==> src/i2c_mt_pkg.sv <==
// shared constants, field layout and state codes of the master transmitter
`default_nettype none
// Notes on behaviour
// [RL1] software starts with start, enable, flag-clear write
// [RL2] start condition waits until bus is free
// [RL3] after start: flag set, status 0x08
// [RL4] software loads address+write, then clears flag
// [RL5] after address ack sampled: flag, 0x18/0x20/0x38
// [RL6] software writes data only while flag high
// [RL7] data write with flag low: ignored, collision set
// [RL8] software loads byte, clears flag to send
// [RL9] software ends transfer with stop or restart
// [RL10] flag-clear with stop request sends stop
// [RL11] flag-clear with start request sends repeated start
// [RL12] repeated start reports 0x10, keeps the bus
// [RL13] in 0x10, read bit switches to master receive
// [RL14] data byte sent: 0x28 on ack, 0x30 otherwise
// [RL15] plain flag-clear in data states sends byte
// [RL16] stop sent, then stop request self-clears
// [RL17] start plus stop: stop, then start, stop clears
// [RL18] arbitration lost reports 0x38; clear releases bus
// [RL19] in 0x38, start request restarts when bus free
// [RL20] flag set holds the bus transfer suspended
// [RL21] software masks status with 0xF8
// [RL22] flag cleared by writing one, set by hardware
// [RL23] flag and irq enable raise interrupt request
package i2c_mt_pkg;
  // bit timing: one bit is four quarter phases
  localparam int CLK_PERIOD_NS = 10;
  localparam int QUARTER_BIT_NS = 2500;
  localparam int QUARTER_CYCLES = (QUARTER_BIT_NS + CLK_PERIOD_NS - 1) / CLK_PERIOD_NS;

  // register byte addresses on the bus
  localparam logic [3:0] CTRL_OFFSET = 4'h0;
  localparam logic [3:0] STATUS_OFFSET = 4'h4;
  localparam logic [3:0] DATA_OFFSET = 4'h8;

  // serial_bus_control field positions
  localparam int BIT_FLAG = 7;
  localparam int BIT_ACK_EN = 6;
  localparam int BIT_START = 5;
  localparam int BIT_STOP = 4;
  localparam int BIT_WCOL = 3;
  localparam int BIT_ENABLE = 2;
  localparam int BIT_IRQ_EN = 0;

  // values after reset
  localparam logic [7:0] DATA_RESET = 8'hFF;
  localparam logic [31:0] READ_IDLE = 32'h0000_0000;

  // status codes, low three bits always zero
  localparam logic [7:0] STATUS_MASK = 8'hF8;
  localparam logic [7:0] ST_START = 8'h08;
  localparam logic [7:0] ST_RSTART = 8'h10;
  localparam logic [7:0] ST_SLAW_ACK = 8'h18;
  localparam logic [7:0] ST_SLAW_NACK = 8'h20;
  localparam logic [7:0] ST_DATA_ACK = 8'h28;
  localparam logic [7:0] ST_DATA_NACK = 8'h30;
  localparam logic [7:0] ST_ARB_LOST = 8'h38;
  localparam logic [7:0] ST_SLAR_ACK = 8'h40;
  localparam logic [7:0] ST_SLAR_NACK = 8'h48;
  localparam logic [7:0] ST_NO_INFO = 8'hF8;

  // bus engine states
  typedef enum logic [5:0] {
    S_IDLE = 6'h01,
    S_START = 6'h02,
    S_BIT = 6'h04,
    S_ACK = 6'h08,
    S_STOP = 6'h10,
    S_HOLD = 6'h20
  } engine_state_e;
endpackage
`default_nettype wire

==> src/i2c_master_transmitter.sv <==
// two-wire bus master transmitter with avalon-mm register slave
`default_nettype none
module i2c_master_transmitter #(
  parameter int QUARTER = i2c_mt_pkg::QUARTER_CYCLES
) (
  input wire logic clk,
  input wire logic reset,
  input wire logic [3:0] avs_address,
  input wire logic avs_read,
  input wire logic avs_write,
  input wire logic [31:0] avs_writedata,
  output logic [31:0] avs_readdata,
  output logic avs_waitrequest,
  input wire logic scl_in,
  output logic scl_out,
  output logic scl_oe,
  input wire logic sda_in,
  output logic sda_out,
  output logic sda_oe,
  output logic irq,
  output logic master_receive_mode
);
  // control fields
  logic flag_reg;
  logic ack_en_reg;
  logic start_reg;
  logic stop_reg;
  logic wcol_reg;
  logic enable_reg;
  logic irq_en_reg;
  logic [7:0] shift_data_reg;
  logic [7:0] status_reg;
  // bus-side state
  i2c_mt_pkg::engine_state_e state_reg;
  logic [1:0] phase_reg;
  logic [2:0] bit_reg;
  logic master_reg;
  logic addr_phase_reg;
  logic lost_reg;
  logic ack_reg;
  logic rx_mode_reg;
  logic scl_oe_reg;
  logic sda_oe_reg;
  logic busy_reg;
  logic sda_prev_reg;
  // bus slave
  logic [31:0] readdata_reg;
  logic read_ack_reg;

  wire [1:0] lines_s;
  wire scl_s = lines_s[1];
  wire sda_s = lines_s[0];
  wire tick;

  // ack status after the ninth bit of the address or a data byte
  function automatic logic [7:0] ack_status(input logic addr, input logic rd, input logic ack);
    logic [7:0] code;
    code = ack ? i2c_mt_pkg::ST_DATA_ACK : i2c_mt_pkg::ST_DATA_NACK;
    if (addr & ~rd) begin
      code = ack ? i2c_mt_pkg::ST_SLAW_ACK : i2c_mt_pkg::ST_SLAW_NACK;
    end else if (addr & rd) begin
      code = ack ? i2c_mt_pkg::ST_SLAR_ACK : i2c_mt_pkg::ST_SLAR_NACK;
    end
    return code;
  endfunction

  line_sync #(
    .WIDTH(2)
  ) u_sync (
    .clk(clk),
    .reset(reset),
    .async_in({scl_in, sda_in}),
    .sync_out(lines_s)
  );

  // the divider only runs while the engine is moving bits
  wire engine_run = (state_reg != i2c_mt_pkg::S_IDLE) & (state_reg != i2c_mt_pkg::S_HOLD);

  quarter_tick #(
    .COUNT(QUARTER)
  ) u_tick (
    .clk(clk),
    .reset(reset),
    .run(engine_run),
    .tick(tick)
  );

  // register decode
  wire wr_ctrl = avs_write & (avs_address == i2c_mt_pkg::CTRL_OFFSET);
  wire wr_data = avs_write & (avs_address == i2c_mt_pkg::DATA_OFFSET);
  wire wd_flag = avs_writedata[i2c_mt_pkg::BIT_FLAG];
  wire wd_start = avs_writedata[i2c_mt_pkg::BIT_START];
  wire wd_stop = avs_writedata[i2c_mt_pkg::BIT_STOP];
  wire wd_enable = avs_writedata[i2c_mt_pkg::BIT_ENABLE];
  wire [7:0] ctrl_value = {flag_reg, ack_en_reg, start_reg, stop_reg, wcol_reg, enable_reg,
                           1'b0, irq_en_reg};
  wire [7:0] read_mux = (avs_address == i2c_mt_pkg::CTRL_OFFSET) ? ctrl_value :
                        (avs_address == i2c_mt_pkg::STATUS_OFFSET) ? status_reg :
                        (avs_address == i2c_mt_pkg::DATA_OFFSET) ? shift_data_reg : 8'h00;

  // flag clear with enable set lets a suspended transfer go on
  wire resume = (state_reg == i2c_mt_pkg::S_HOLD) & wr_ctrl & wd_flag & wd_enable & flag_reg;

  // bus monitor: start and stop seen by anyone on the wire
  wire start_seen = scl_s & sda_prev_reg & ~sda_s;
  wire stop_seen = scl_s & ~sda_prev_reg & sda_s;
  wire bus_free = ~busy_reg & scl_s & sda_s;
  wire start_ok = master_reg | bus_free;

  // phase 2 waits for scl high, which also honours a slave stretching the clock
  wire phase_wait = (phase_reg == 2'd2) &
                    (~scl_s | ((state_reg == i2c_mt_pkg::S_START) & ~start_ok));
  wire step = tick & ~phase_wait;
  wire tx_bit = shift_data_reg[bit_reg];
  wire arb_lost = step & (state_reg == i2c_mt_pkg::S_BIT) & (phase_reg == 2'd2) &
                  ~sda_oe_reg & ~sda_s;
  wire event_done = step & (phase_reg == 2'd3) &
                    ((state_reg == i2c_mt_pkg::S_START) | (state_reg == i2c_mt_pkg::S_ACK));
  wire set_flag = event_done | arb_lost;
  wire stop_done = step & (phase_reg == 2'd3) & (state_reg == i2c_mt_pkg::S_STOP);

  // avalon: writes complete at once, reads after one wait cycle
  assign avs_waitrequest = avs_read & ~read_ack_reg;
  assign avs_readdata = readdata_reg;
  assign irq = flag_reg & irq_en_reg; // [RL23]
  assign master_receive_mode = rx_mode_reg;
  // open drain: only ever pull low
  assign scl_out = 1'b0;
  assign sda_out = 1'b0;
  assign scl_oe = scl_oe_reg;
  assign sda_oe = sda_oe_reg;

  // read path, status keeps its low bits at zero so masking is harmless
  always_ff @(posedge clk) begin
    if (reset) begin
      read_ack_reg <= 1'b0;
      readdata_reg <= i2c_mt_pkg::READ_IDLE;
    end else begin
      read_ack_reg <= avs_read & ~read_ack_reg;
      readdata_reg <= {24'h00_0000, read_mux}; // [RL21]
    end
  end

  // completion flag: hardware set wins over a software clear
  always_ff @(posedge clk) begin
    if (reset) begin
      flag_reg <= 1'b0;
    end else if (set_flag) begin
      flag_reg <= 1'b1; // [RL22] [RL3] [RL5]
    end else if (wr_ctrl & wd_flag) begin
      flag_reg <= 1'b0; // [RL22]
    end
  end

  // plain control fields; stop request also clears itself once sent
  always_ff @(posedge clk) begin
    if (reset) begin
      ack_en_reg <= 1'b0;
      start_reg <= 1'b0;
      stop_reg <= 1'b0;
      enable_reg <= 1'b0;
      irq_en_reg <= 1'b0;
    end else if (wr_ctrl) begin
      ack_en_reg <= avs_writedata[i2c_mt_pkg::BIT_ACK_EN];
      start_reg <= wd_start;
      stop_reg <= wd_stop;
      enable_reg <= wd_enable;
      irq_en_reg <= avs_writedata[i2c_mt_pkg::BIT_IRQ_EN];
    end else if (stop_done) begin
      stop_reg <= 1'b0; // [RL16] [RL17]
    end
  end

  // data register: a load only lands while the flag is high
  always_ff @(posedge clk) begin
    if (reset) begin
      shift_data_reg <= i2c_mt_pkg::DATA_RESET;
      wcol_reg <= 1'b0;
    end else if (wr_data & flag_reg) begin
      shift_data_reg <= avs_writedata[7:0]; // [RL6]
      wcol_reg <= 1'b0;
    end else if (wr_data) begin
      wcol_reg <= 1'b1; // [RL7]
    end
  end

  // bus busy tracking from conditions seen on the wire
  always_ff @(posedge clk) begin
    if (reset) begin
      busy_reg <= 1'b0;
      sda_prev_reg <= 1'b1;
    end else begin
      sda_prev_reg <= sda_s;
      if (start_seen) begin
        busy_reg <= 1'b1;
      end else if (stop_seen) begin
        busy_reg <= 1'b0;
      end
    end
  end

  // bus engine; dropping the enable abandons any transfer and frees the lines
  always_ff @(posedge clk) begin
    if (reset | ~enable_reg) begin
      state_reg <= i2c_mt_pkg::S_IDLE;
      phase_reg <= 2'd0;
      bit_reg <= 3'd7;
      master_reg <= 1'b0;
      addr_phase_reg <= 1'b0;
      lost_reg <= 1'b0;
      ack_reg <= 1'b0;
      rx_mode_reg <= 1'b0;
      scl_oe_reg <= 1'b0;
      sda_oe_reg <= 1'b0;
      status_reg <= i2c_mt_pkg::ST_NO_INFO;
    end else begin
      if (step) begin
        phase_reg <= phase_reg + 2'd1;
      end
      case (state_reg)
        i2c_mt_pkg::S_IDLE: begin
          // a pending start request begins a transfer
          if (start_reg & ~flag_reg) begin
            state_reg <= i2c_mt_pkg::S_START; // [RL1] [RL2]
            phase_reg <= 2'd0;
            rx_mode_reg <= 1'b0;
          end
        end
        i2c_mt_pkg::S_HOLD: begin
          // nothing moves on the wire until software clears the flag
          if (resume) begin // [RL20]
            phase_reg <= 2'd0;
            lost_reg <= 1'b0;
            status_reg <= i2c_mt_pkg::ST_NO_INFO;
            if (wd_stop & master_reg) begin
              state_reg <= i2c_mt_pkg::S_STOP; // [RL10] [RL17]
            end else if (wd_start) begin
              state_reg <= i2c_mt_pkg::S_START; // [RL11] [RL19]
            end else if (lost_reg | ~master_reg) begin
              state_reg <= i2c_mt_pkg::S_IDLE; // [RL18]
            end else if (rx_mode_reg) begin
              state_reg <= i2c_mt_pkg::S_IDLE; // [RL13]
            end else begin
              state_reg <= i2c_mt_pkg::S_BIT; // [RL4] [RL8] [RL15] [RL9]
              bit_reg <= 3'd7;
            end
          end
        end
        i2c_mt_pkg::S_START: begin
          // release sda, release scl, pull sda while scl high, pull scl
          if (step) begin
            case (phase_reg)
              2'd0: sda_oe_reg <= 1'b0;
              2'd1: scl_oe_reg <= 1'b0;
              2'd2: sda_oe_reg <= 1'b1; // [RL2]
              default: begin
                scl_oe_reg <= 1'b1;
                status_reg <= master_reg ? i2c_mt_pkg::ST_RSTART : i2c_mt_pkg::ST_START; // [RL3] [RL12]
                master_reg <= 1'b1;
                addr_phase_reg <= 1'b1;
                rx_mode_reg <= 1'b0;
                state_reg <= i2c_mt_pkg::S_HOLD;
              end
            endcase
          end
        end
        i2c_mt_pkg::S_BIT: begin
          // msb first; sda only changes while scl is low
          if (arb_lost) begin
            scl_oe_reg <= 1'b0;
            sda_oe_reg <= 1'b0;
            master_reg <= 1'b0;
            lost_reg <= 1'b1;
            status_reg <= i2c_mt_pkg::ST_ARB_LOST; // [RL18] [RL5]
            state_reg <= i2c_mt_pkg::S_HOLD;
          end else if (step) begin
            case (phase_reg)
              2'd0: sda_oe_reg <= ~tx_bit;
              2'd1: scl_oe_reg <= 1'b0;
              2'd2: sda_oe_reg <= sda_oe_reg;
              default: begin
                scl_oe_reg <= 1'b1;
                bit_reg <= bit_reg - 3'd1;
                if (bit_reg == 3'd0) begin
                  state_reg <= i2c_mt_pkg::S_ACK;
                end
              end
            endcase
          end
        end
        i2c_mt_pkg::S_ACK: begin
          // release sda and sample the receiver's answer with scl high
          if (step) begin
            case (phase_reg)
              2'd0: sda_oe_reg <= 1'b0;
              2'd1: scl_oe_reg <= 1'b0;
              2'd2: ack_reg <= ~sda_s;
              default: begin
                scl_oe_reg <= 1'b1;
                status_reg <= ack_status(addr_phase_reg, shift_data_reg[0], ack_reg); // [RL5] [RL14]
                rx_mode_reg <= addr_phase_reg & shift_data_reg[0]; // [RL13] [RL12]
                addr_phase_reg <= 1'b0;
                state_reg <= i2c_mt_pkg::S_HOLD;
              end
            endcase
          end
        end
        i2c_mt_pkg::S_STOP: begin
          // pull sda, release scl, release sda while scl high
          if (step) begin
            case (phase_reg)
              2'd0: sda_oe_reg <= 1'b1;
              2'd1: scl_oe_reg <= 1'b0;
              2'd2: sda_oe_reg <= 1'b0; // [RL10] [RL16]
              default: begin
                master_reg <= 1'b0;
                // start still requested: compete for the bus again
                state_reg <= start_reg ? i2c_mt_pkg::S_START : i2c_mt_pkg::S_IDLE; // [RL17]
              end
            endcase
          end
        end
        default: begin
          state_reg <= i2c_mt_pkg::S_IDLE;
          scl_oe_reg <= 1'b0;
          sda_oe_reg <= 1'b0;
        end
      endcase
    end
  end
endmodule
`default_nettype wire

==> src/line_sync.sv <==
// two-flop synchroniser for the bus lines, idles high
`default_nettype none
module line_sync #(
  parameter int WIDTH = 2
) (
  input wire logic clk,
  input wire logic reset,
  input wire logic [WIDTH-1:0] async_in,
  output logic [WIDTH-1:0] sync_out
);
  logic [WIDTH-1:0] meta_reg;

  // first stage feeds only the second stage
  always_ff @(posedge clk) begin
    if (reset) begin
      meta_reg <= '1;
      sync_out <= '1;
    end else begin
      meta_reg <= async_in;
      sync_out <= meta_reg;
    end
  end
endmodule
`default_nettype wire

==> src/quarter_tick.sv <==
// divider giving a one-cycle enable pulse every COUNT cycles
`default_nettype none
module quarter_tick #(
  parameter int COUNT = 250
) (
  input wire logic clk,
  input wire logic reset,
  input wire logic run,
  output logic tick
);
  localparam int CW = $clog2(COUNT + 1);
  localparam logic [CW-1:0] LAST = CW'(COUNT - 1);
  logic [CW-1:0] count_reg;

  // restart from zero whenever stopped, so each phase is a full quarter
  always_ff @(posedge clk) begin
    if (reset | ~run) begin
      count_reg <= '0;
      tick <= 1'b0;
    end else begin
      tick <= (count_reg == LAST);
      count_reg <= (count_reg == LAST) ? '0 : count_reg + CW'(1);
    end
  end
endmodule
`default_nettype wire

==> config.mk <==
export PLATFORM = sky130hd
export DESIGN_NAME = i2c_master_transmitter
export DESIGN_NICKNAME = d
export VERILOG_FILES = /design/src/i2c_mt_pkg.sv /design/src/i2c_master_transmitter.sv /design/src/line_sync.sv /design/src/quarter_tick.sv
export SDC_FILE = /design/constraint.sdc
export NUM_CORES = 1
export LEC_CHECK = 0
export ABC_AREA = 1
export BUFFER_PORTS_ARGS = -buffer_cell sky130_fd_sc_hd__buf_2
export CORE_MARGIN = 5
export CORE_UTILIZATION = 49
export CTS_CLUSTER_SIZE = 12
export DETAILED_ROUTE_END_ITERATION = 16
export GPL_TIMING_DRIVEN = 0
export PLACE_DENSITY_LB_ADDON = 0.12
export SLEW_MARGIN = 5
export SYNTH_ARGS = -nofsm -noshare
export SYNTH_HDL_FRONTEND = slang
export SYNTH_HIERARCHICAL = 1
export SYNTH_SLANG_ARGS = --single-unit
==> constraint.sdc <==
create_clock -name clk -period 1.9 [get_ports clk]
set_clock_uncertainty 0.15 [all_clocks]
set_input_delay 0.38 -clock clk [delete_from_list [all_inputs] [get_ports clk]]
set_output_delay 0.38 -clock clk [all_outputs]
set_load 0.05 [all_outputs]
### Word level (Yosys, flattened, before mapping)

Cells that the tools add are included.

* reductions and logical operators: 28
* equality and inequality tests: 40
* mux-type cells: 83
* add/sub/neg operators: 3
* order comparisons: 1
* bitwise gates (word level): 53

Operators by type and width (number)
* 8-bit two-way mux: 9
* 6-bit two-way mux: 11
* 2-bit inequality test (second input constant): 17
* 3-bit two-way mux: 11
* 8-bit one-hot mux with 4 select lines: 1
* 1-bit AND: 31
* 6-bit one-hot mux with 5 select lines: 1
* 1-bit two-way mux: 28
* 9-bit AND reduction: 3
* 5-bit two-way mux: 3
* 1-bit NOT: 15
* 7-bit two-way mux: 2
* 3-bit by 2-bit inequality test with 1-bit output (second input constant): 4
* 6-bit AND reduction: 2
* 2-bit OR reduction: 6
* 1-bit one-hot mux with 2 select lines: 5
* 2-bit nonzero test: 5
* 3-bit AND reduction: 3
* 8-bit by 1-bit adder with 8-bit output (second input constant): 1
* 8-bit == test (second input constant): 1
* 2-bit two-way mux: 4
* 1-bit bitwise OR: 7
* 7-bit AND reduction: 1
* 6-bit by 1-bit == test with 1-bit output (second input constant): 1
* other kinds (30): 36

* input port bits: 42
* output and inout port bits: 39
* flip-flop bits (word level): 89
* logic and storage cells: 237

### Longest topological paths before layout

Gate-level depths: netlist of the first run.

* word-level depth: 16
* gate-level depth with buffers: 13
* gate-level depth less buffers: 13

### Modules after synthesis

The synthesis of the first run kept the hierarchy.

By module, submodules not included
* i2c_master_transmitter: instances 1, seq. area each 980.9 sq um, cells an instance 414, area each 2922.8 sq um
* quarter_tick: instances 1, seq. area each 180.2 sq um, cells an instance 55, area each 446.7 sq um
* line_sync: instances 1, seq. area each 80.1 sq um, cells an instance 13, area each 116.4 sq um

### Worst setup path before layout of the first run

OpenSTA, ideal clock, no wires.

* path type: register -> register
* from: register phase_reg[0]
* to: register state_reg[2]
* setup time: 0.115 ns
* path slack: -0.123 ns
* cell stages (with the launch flop): 12
* path buffers: 1
* clock period less this slack: 2.023 ns
* data arrival time: 1.758 ns
* required time: 1.635 ns
* cells stage by stage: dfxtp_1 > inv_1 > ha_1 > a21boi_2 > nand2_2 > o21ai_1 > nand2_1 > nor2_2 > buf_6 > nand3_1 > nand2_1 > nor2_1

* longest elaborated chain between the ends: 10
* elaborated cells on any way between the ends: 21
* classes of those cells: 9 x eq/ne; 2 x mux; 7 x bitwise; 3 x reduce/logical

RTL lines
* from (decl): RTL line i2c_master_transmitter.sv:35 `logic [1:0] phase_reg;`
* from (signal assigned): RTL line i2c_master_transmitter.sv:218 `phase_reg <= phase_reg + 2'd1;`
* 2-bit == test
* 1-bit AND: RTL line i2c_master_transmitter.sv:111 `wire phase_wait = (phase_reg == 2'd2) &`
* 1-bit NOT: RTL line i2c_master_transmitter.sv:113 `wire step = tick & ~phase_wait;`
* 1-bit AND: RTL line i2c_master_transmitter.sv:113
* 1-bit AND (3 in a row): RTL line i2c_master_transmitter.sv:115 `wire arb_lost = step & (state_reg == i2c_mt_pkg::S_BIT) & (phase_reg == 2'd2) &`
* 1-bit AND: RTL line i2c_master_transmitter.sv:116 `~sda_oe_reg & ~sda_s;`
* 3-bit by 2-bit inequality test with 1-bit output (no source line), or another cell as far along
* 9-bit AND reduction (no source line) / 6-bit one-hot mux with 5 select lines (equally long branches)
* to (signal assigned): RTL line i2c_master_transmitter.sv:205 `state_reg <= i2c_mt_pkg::S_IDLE;`
* to (signal assigned): RTL line i2c_master_transmitter.sv:224 `state_reg <= i2c_mt_pkg::S_START;`
* to (signal assigned): RTL line i2c_master_transmitter.sv:236 `state_reg <= i2c_mt_pkg::S_STOP;`
* to (decl): RTL line i2c_master_transmitter.sv:34 `i2c_mt_pkg::engine_state_e state_reg;`

Parallel ways exist; a longest one is shown, timed or not.
A chain may end at the register's enable or synchronous reset.

### Worst setup path after layout of the first run

* from: register phase_reg[0]
* to: register state_reg[5]

Same word-level chain as after synthesis.

==> impl_metrics.json, run 1 <==
{
  "place_inst": 633,
  "grt_overflow": 0,
  "required_ns": 1.98,
  "synthArstFlopShare_pct": 0,
  "hold_viol": 0,
  "synth-seq-cells": 62,
  "pin_count": 81,
  "worst_pin_slew_ns": 0.541,
  "port_buffers": 30,
  "cp.arrival_ns": 1.97,
  "synth.distinct_cells": 41,
  "cts_tree": "built",
  "cap_violations": 0,
  "yosys_warnings": 6,
  "path_common_cell": "nand2_1",
  "yosys-top-cells-area": "dfxtp_1, nand2_1, inv_1",
  "p_leak_uw": 0.00207,
  "vias": 3279,
  "insertion_delay_ns": 0.34,
  "dieArea_um2": 8900,
  "grt_usage_pct": 20.2,
  "wirelength_um": 8660,
  "grt_pass1_vias": 2984,
  "slew_headroom_pct": 63.9,
  "clk_pin_slew_ns": 0.07,
  "hold_depth": 3,
  "synth_area_per_cell_um2": 7.23,
  "diodes": 0,
  "antenna_found_initial": 0,
  "hpwlAfterDp_um": 6340,
  "grt_pass1_wl_um": 14000,
  "ant_nets": 0,
  "worstSetupEndpoint": "state_reg[5]",
  "synth-seq-area-share_pct": 35.6,
  "syn_area_um2": 3490,
  "synth_xor_area_share_pct": 0.503,
  "cts_hold_buf": 0,
  "drive_gt1_share_pct": 28.9,
  "cp_max_fo": 5,
  "worstSetupStartpoint": "phase_reg[0]",
  "reg2reg_from": "phase_reg[0]",
  "rsz0062_at_grt": "yes",
  "crit_chain": "inv_4, ha_4, a21boi_4, nand2_4, o21ai_2, nand2_1, nor2_4, buf_6, nand3_1, nand2_1, nor2_1",
  "synth_top_family_by_area": "simple AND/OR/NAND/NOR gates",
  "ir_drop_mv": 0.522,
  "wl_per_cell_um": 13.0,
  "endpoint_kind": "flop",
  "die_x_um": 94.3,
  "clock.fmax_ghz": 0.531,
  "area_growth_pct": 25.3,
  "cp_slowest_cell": "dfxtp_4",
  "syn_inst": 482,
  "synth_edf_count": 0,
  "ys.flop_type": "dfxtp_1",
  "final_cells": 667,
  "grt_max_degree": 11,
  "synthAdderAreaFrac_pct": 3.59,
  "coreArea_um2": 6870,
  "synth_top_area_share_pct": 35.6,
  "r2r_cells": 11,
  "finalSetupViolCount": 0,
  "drc": 0,
  "final_util_pct": 63.6,
  "run_status": "complete, no violations",
  "synthSimpleGateAreaFrac_pct": 28.2,
  "die_h_um": 94.3,
  "synthTopCellsByCount": "nand2_1, inv_1, dfxtp_1",
  "htree_levels": 3,
  "critPathLaunchType": "flop",
  "drt-initial-drc-count": 152,
  "final_nets": 619,
  "critical_path_class": "flop to flop",
  "synthMuxAreaShare_pct": 0,
  "fp-row-count": 30,
  "synth_compound_area_share_pct": 16.2,
  "viasPerCell": 4.92,
  "final_max_slew_viol_count": 0,
  "cts_buffers": 9,
  "dr.pass1.iters": 5,
  "hp-class": "primary input to flop",
  "clock_path_buffers": 2,
  "min_period_ns": 1.88,
  "synth_top_cell_by_area": "dfxtp_1",
  "gp_congestion": 0.875,
  "fin_crit_sh_pct": 99.2,
  "yosys.cell_count.top_type": "nand2_1",
  "rr_endpoint": "state_reg[5]",
  "nFillCells": 641,
  "max_stage_delay_ns": 0.37,
  "rrSetupSlack_ns": 0.02,
  "initial_core_util_pct": 50.7,
  "cts-root-buf": "clkbuf_8",
  "power.density_nw_per_um2": 628,
  "clock-sinks": 62
}
==> metrics by stage <==
stage / power, uW / instance area [um^2] / hold WS [ns] / TNS, ns / setup slack (ns)
2_1_floorplan: 1570 / 3590 / 0.236 / 0 / 0.0224
3_3_place_gp: 1610 / 3860 / 0.242 / -4.13 / -0.239
3_5_place_dp: 1620 / 3860 / 0.251 / -4.96 / -0.270
4_1_cts: 2760 / 4180 / 0.0600 / -0.0106 / -0.0106
5_1_grt: 2850 / 4370 / 0.0481 / -0.881 / -0.117
6_report: 2740 / 4370 / 0.0695 / 0 / 0.0159
==> kinds of logic after synthesis <==
kind of cell,Yosys count
compound gates,95
xor+xnor,2
buf+inv,119
flops,62
fa+ha+maj,10
simple gates,193
other cells,1
==> placed cells by master (no fill, tap or decap), types with 3 or more instances in the layout <==
cell,Yosys,layout
a21oi_1,28,27
a21oi_2,5,6
buf_2,1,31
buf_4,26,42
buf_6,1,3
clkbuf_1,2,3
clkbuf_8,0,10
conb_1,1,26
dfxtp_1,62,56
dfxtp_4,0,5
ha_1,10,9
inv_1,81,77
inv_2,7,8
nand2_1,84,78
nand2_2,6,8
nand2_4,3,7
nand3_1,28,25
nand3_2,3,4
nand3_4,1,3
nand4_1,8,8
nor2_1,35,31
nor2_2,9,8
nor2_4,4,9
nor3_1,4,4
o211ai_1,5,5
o21ai_0,35,33
o21ai_1,4,4
o221ai_1,3,3
o22ai_1,8,8
==> how the worst min path moves through the flow <==
stage                               endpoint          startpoint  slack, ns
after global routing      u_sync/meta_reg[0]              sda_in       0.05
after detailed placement  u_sync/sync_out[0]  u_sync/meta_reg[0]       0.25
after floorplan           u_sync/sync_out[0]  u_sync/meta_reg[0]       0.24
final                     u_sync/meta_reg[0]              sda_in       0.07
after global placement    u_sync/sync_out[0]  u_sync/meta_reg[0]       0.24
after CTS                 u_sync/meta_reg[0]              sda_in       0.06
==> worst max-delay path: cells and delay by family, from the launching register on <==
family | cells | cell delay, ns
AND/OR/NAND/NOR | 6 | 0.52
AO/OA/AOI/OAI | 2 | 0.39
flip-flops | 1 | 0.37
buffers and inverters | 2 | 0.17
adder cells (fa/ha/maj) | 1 | 0.17
==> metal layers <==
metal | vias to the layer above | global-route usage (%) | part of all wire (%)
met5 | - | 0 | 0
met1 | 1491 | 25.9 | 43
met2 | 99 | 33.0 | 49
li1 | 1668 | - | -
met4 | 0 | 6.74 | 2.3
met3 | 21 | 5.42 | 5.8
==> area by class of cell <==
cell class                 instances  area (um^2)  area share [%]
multi-input combinational        326         1920            44.0
sequential                        62         1260            28.9
inverter                          88          339            7.76
timing repair buffer              49          313            7.16
buffer                            31          223            5.10
clock buffer                      11          141            3.24
tap                               96          120            2.75
clock inverter                     4         47.5            1.09
==> where the power goes <==
group	switching, uW	internal, uW	total [uW]
Sequential	4.91	1310	1310
Clock	526	630	1160
Combinational	199	74.9	274
Total	730	2010	2740
==> timing repair <==
action / in CTS / in global routing
buffers inserted: 7 / 11
setup endpoints to repair: 20 / 27
pin swaps: 8 / 11
gates cloned: 1 / 0
gates resized for setup: 17 / 34
No activity file was read; power rests on OpenSTA's default activity.
==> inputs of run 2 (changes only) <==
CORE_UTILIZATION = 44   (was 49)
==> impl_metrics.json, run 2 (synthesis results as in run 1) <==
{
  "run_status": "finished, violations left",
  "violations": "setup timing",
  "final_max_slew_viol_count": 0,
  "cts_buffers": 9,
  "die_h_um": 99.0,
  "cts-root-buf": "clkbuf_8",
  "hp-class": "primary input to flop",
  "cts_hold_buf": 0,
  "endpoint_kind": "flop",
  "hold_end": "u_sync/meta_reg[0]",
  "htree_levels": 3,
  "grt_pass1_wl_um": 13800,
  "fin_crit_sh_pct": 100,
  "wirelength_um": 8620,
  "p_seq_share_pct": 45.3,
  "rrSetupSlack_ns": -0.009,
  "slew_headroom_pct": 65.6,
  "dr.pass1.iters": 4,
  "tns_ns": -0.00928,
  "power_frac_comb_pct": 9.4,
  "diodes": 0,
  "clk_pin_slew_ns": 0.07,
  "cp.arrival_ns": 2.01,
  "clock.fmax_ghz": 0.524,
  "cp_max_fo": 9,
  "clock-sinks": 62,
  "insertion_delay_ns": 0.34,
  "power.density_nw_per_um2": 656,
  "grt_usage_pct": 17.5,
  "nFillCells": 742,
  "coreArea_um2": 7730,
  "final_cell_mix": "inv_1, nand2_1, dfxtp_1, buf_4, o21ai_0",
  "pin_count": 81,
  "drt-initial-drc-count": 114,
  "r2r_cells": 10,
  "p_int_uw": 2180,
  "min_period_ns": 1.91,
  "dieArea_um2": 9800,
  "port_buffers": 30,
  "drive_gt1_share_pct": 28.6,
  "vias": 3297,
  "finalSetupViolCount": 1,
  "grt_max_degree": 11,
  "rsz0062_at_grt": "yes",
  "hold_depth": 3,
  "p_clk_share_pct": 45.3,
  "gp_congestion": 0.907,
  "path_common_cell": "inv_4",
  "clock_path_buffers": 2,
  "fp-row-count": 32,
  "worstHoldStart": "sda_in",
  "crit_chain": "inv_4, ha_4, a21boi_4, buf_6, nand4_4, nand2_4, inv_4, nor2_8, o21ai_1, o211ai_1",
  "p_switching_uw": 719,
  "critical_path_class": "flop to flop",
  "power_uw": 2900,
  "place_ws_ns": -0.224,
  "area_growth_pct": 26.8,
  "setup_slack_ns": -0.00928,
  "grt_overflow": 0,
  "ir_drop_mv": 0.415,
  "hold_viol": 0,
  "whs_ns": 0.0732,
  "cap_violations": 0,
  "final_cells": 676,
  "final_common_cell": "inv_1",
  "viasPerCell": 4.88,
  "critPathLaunchType": "flop",
  "drc": 0,
  "grt_pass1_vias": 3010,
  "required_ns": 2.00,
  "p_leak_uw": 0.00210,
  "swShare_pct": 24.8,
  "grt_use_met3_pct": 4.88,
  "antenna_found_initial": 0,
  "ant_nets": 0,
  "max_stage_delay_ns": 0.38,
  "worst_pin_slew_ns": 0.515,
  "cp_slowest_cell": "dfxtp_4",
  "grt_use_met2_pct": 27.9,
  "hpwlAfterDp_um": 6340,
  "final_nets": 622,
  "wl_per_cell_um": 12.8,
  "use_met1_pct": 22.1,
  "die_x_um": 99.0,
  "place_inst": 639,
  "reg2reg_from": "phase_reg[0]",
  "rr_endpoint": "status_reg[4]",
  "cts_tree": "built",
  "top_usage_layer": "met2",
  "initial_core_util_pct": 45.1
}
## run 2: layout make-up
cell class / count / area [um^2] / share of cell area (%)
multi-input cells: 326 / 1910 / 43.2
flip-flops and latches: 62 / 1260 / 28.5
inverters: 88 / 342 / 7.73
repair buffers: 52 / 335 / 7.59
plain buffers: 31 / 225 / 5.10
clock buffers: 11 / 151 / 3.43
well taps: 102 / 128 / 2.89
clock inverters: 4 / 70.1 / 1.59
## run 2: how the worst max path moves through the flow
stage                                    to  slack (ns)  cells after the start      startpoint
after global routing             bit_reg[1]       -0.13                      9    phase_reg[1]
after global placement    shift_data_reg[7]       -0.20                     10  avs_address[1]
after detailed placement       state_reg[5]       -0.22                     12  avs_address[1]
after floorplan                state_reg[2]        0.02                     11    phase_reg[0]
after CTS                        bit_reg[1]      -0.004                     10    state_reg[2]
final                         status_reg[4]      -0.009                     10    phase_reg[0]
## run 2: power groups by stage
stage               logic (uW)  clock network, uW  registers [uW]
floorplan                  207                  0            1360
global placement           268                  0            1350
detailed placement         268                  0            1350
CTS                        270               1350            1320
global route               293               1400            1310
finish                     273               1310            1310
## run 2: stage by stage
step | cell area [um^2] | util, %
2_1_floorplan | 3590 | -
3_3_place_gp | 3870 | 50.0
3_5_place_dp | 3870 | 50.0
4_1_cts | 4240 | 54.9
5_1_grt | 4420 | 57.2
6_report | 4420 | 57.2
## run 2: what timing repair did
item,in CTS,in global routing
cloned,1,0
gates resized for setup,21,27
pin swaps,12,17
setup endpoints to repair,18,17
buffers inserted,8,13
## run 2: worst max-delay path: cells and delay by family, from the launching register on
family	cells	cell delay, ns
buffers and inverters	3	0.24
flip-flops	1	0.38
AND/OR/NAND/NOR	3	0.48
AO/OA/AOI/OAI	3	0.40
adder cells (fa/ha/maj)	1	0.18
## run 2: metal layers
metal	wire (um)	up-vias
met1	3850	1517
li1	-	1677
met4	206	0
met5	0	-
met3	497	15
met2	4080	88
==> inputs of run 3 (changes only) <==
SETUP_SLACK_MARGIN = 0.5   (was not set)
==> impl_metrics.json, run 3 (synthesis results as in run 1) <==
{
  "worst_pin_slew_ns": 0.633,
  "hp-class": "primary input to flop",
  "cts_tree": "built",
  "insertion_delay_ns": 0.34,
  "final_common_cell": "nand2_1",
  "drive_gt1_share_pct": 36.8,
  "cts-root-buf": "clkbuf_8",
  "port_buffers": 30,
  "cap_violations": 0,
  "fp-row-count": 32,
  "cp_max_fo": 4,
  "wirelength_um": 9270,
  "initial_core_util_pct": 45.1,
  "cts_buffers": 9,
  "critical_path_class": "flop to flop",
  "final_cell_mix": "nand2_1, inv_1, buf_4, dfxtp_1, nor2_1",
  "pin_count": 81,
  "hold_viol": 0,
  "grt_max_degree": 11,
  "die_h_um": 99.0,
  "hpwlAfterDp_um": 6300,
  "clk_pin_slew_ns": 0.07,
  "grt_pass1_wl_um": 14800,
  "cp.arrival_ns": 2.03,
  "finalSetupViolCount": 1,
  "p_leak_uw": 0.00219,
  "fin_crit_sh_pct": 101,
  "critPathTopFamily": "simple AND/OR/NAND/NOR gates",
  "placed_cell_area_um2": 3920,
  "viasPerCell": 5.00,
  "min_period_ns": 1.91,
  "diodes": 0,
  "path_common_cell": "buf_4",
  "place_inst": 639,
  "final_cells": 687,
  "tns_ns": -0.0109,
  "clock-sinks": 62,
  "endpoint_kind": "flop",
  "dieArea_um2": 9800,
  "area_growth_pct": 37.8,
  "die_x_um": 99.0,
  "final_max_slew_viol_count": 0,
  "drt-initial-drc-count": 182,
  "clock.fmax_ghz": 0.523,
  "run_status": "finished, violations left",
  "grt_overflow": 0,
  "critPathLaunchType": "flop",
  "max_stage_delay_ns": 0.36,
  "ant_nets": 0,
  "path_buf_inv": 4,
  "slew_headroom_pct": 57.8,
  "coreArea_um2": 7730,
  "gp_congestion": 0.906,
  "clock_path_buffers": 2,
  "required_ns": 2.02,
  "violations": "setup timing",
  "grt_usage_pct": 18.8,
  "crit_chain": "nor2_4, nand2_2, inv_2, nand3_4, nand2_4, buf_4, buf_4, nand2_1, o21ai_0, inv_1, o211ai_1",
  "setup_slack_ns": -0.0109,
  "fin_area_um2": 4800,
  "place_ws_ns": -0.200,
  "power.density_nw_per_um2": 624,
  "rsz0062_at_grt": "yes",
  "dr.pass1.iters": 4,
  "grt_pass1_vias": 3300,
  "wl_per_cell_um": 13.5,
  "ir_drop_mv": 0.377,
  "cts_hold_buf": 0,
  "antenna_found_initial": 0,
  "cp_slowest_cell": "dfxtp_4",
  "final_nets": 632,
  "drc": 0,
  "htree_levels": 3,
  "power_uw": 3000,
  "vias": 3437
}
==> run 3: cell types whose count changed in the layout (fill, tap and decap cells not counted), sizes merged <==
cell | before | now
buf | 80 | 90
bufinv | 2 | 3
nor2 | 50 | 51
clkinv | 2 | 1
==> run 3: layout make-up <==
type / instances / area (um^2)
Inverter: 88 / 349
Clock inverter: 4 / 95.1
Fill cell: 669 / 2930
Sequential cell: 62 / 1270
Multi-Input combinational cell: 327 / 2070
Clock buffer: 12 / 135
Buffer: 31 / 229
Timing Repair Buffer: 61 / 523
Tap cell: 102 / 128
==> run 3: repair_timing <==
action	in CTS	in global routing
pin swaps	27	23
cloned	2	1
buffers inserted	23	6
resized for setup	68	56
setup endpoints to repair	55	53
==> run 3: metal layers <==
| metal | part of all wire (%) | track usage [%] |
|---|---|---|
| met3 | 5.7 | 4.10 |
| met5 | 0 | 0 |
| met4 | 2.4 | 8.93 |
| met2 | 50 | 31.7 |
| met1 | 42 | 22.7 |
==> run 3: path summary, 6_finish.rpt <==
check | startpoint | endpoint | slack, ns | cells past startpoint
max | state_reg[3] | status_reg[6] | -0.01 | 11
min | sda_in | u_sync/meta_reg[0] | 0.07 | 3
max reg2reg | state_reg[3] | status_reg[6] | -0.01 | 11
min reg2reg | u_sync/meta_reg[0] | u_sync/sync_out[0] | 0.26 | 2
==> run 3: stage by stage <==
step           hold WS [ns]  util [%]
2_1_floorplan         0.236         -
3_3_place_gp          0.242      50.8
3_5_place_dp          0.244      50.8
4_1_cts              0.0496      59.2
5_1_grt              0.0625      62.1
6_report             0.0656      62.1
==> run 3: power breakdown <==
group	internal [uW]	switching (uW)
logic	90.4	209
registers	1300	6.20
clock network	871	513
total	2270	728
==> run 3: worst min-delay path, stage by stage <==
cell     delay, ns
buf_2         0.07
inv_1         0.03
nand2_1       0.05
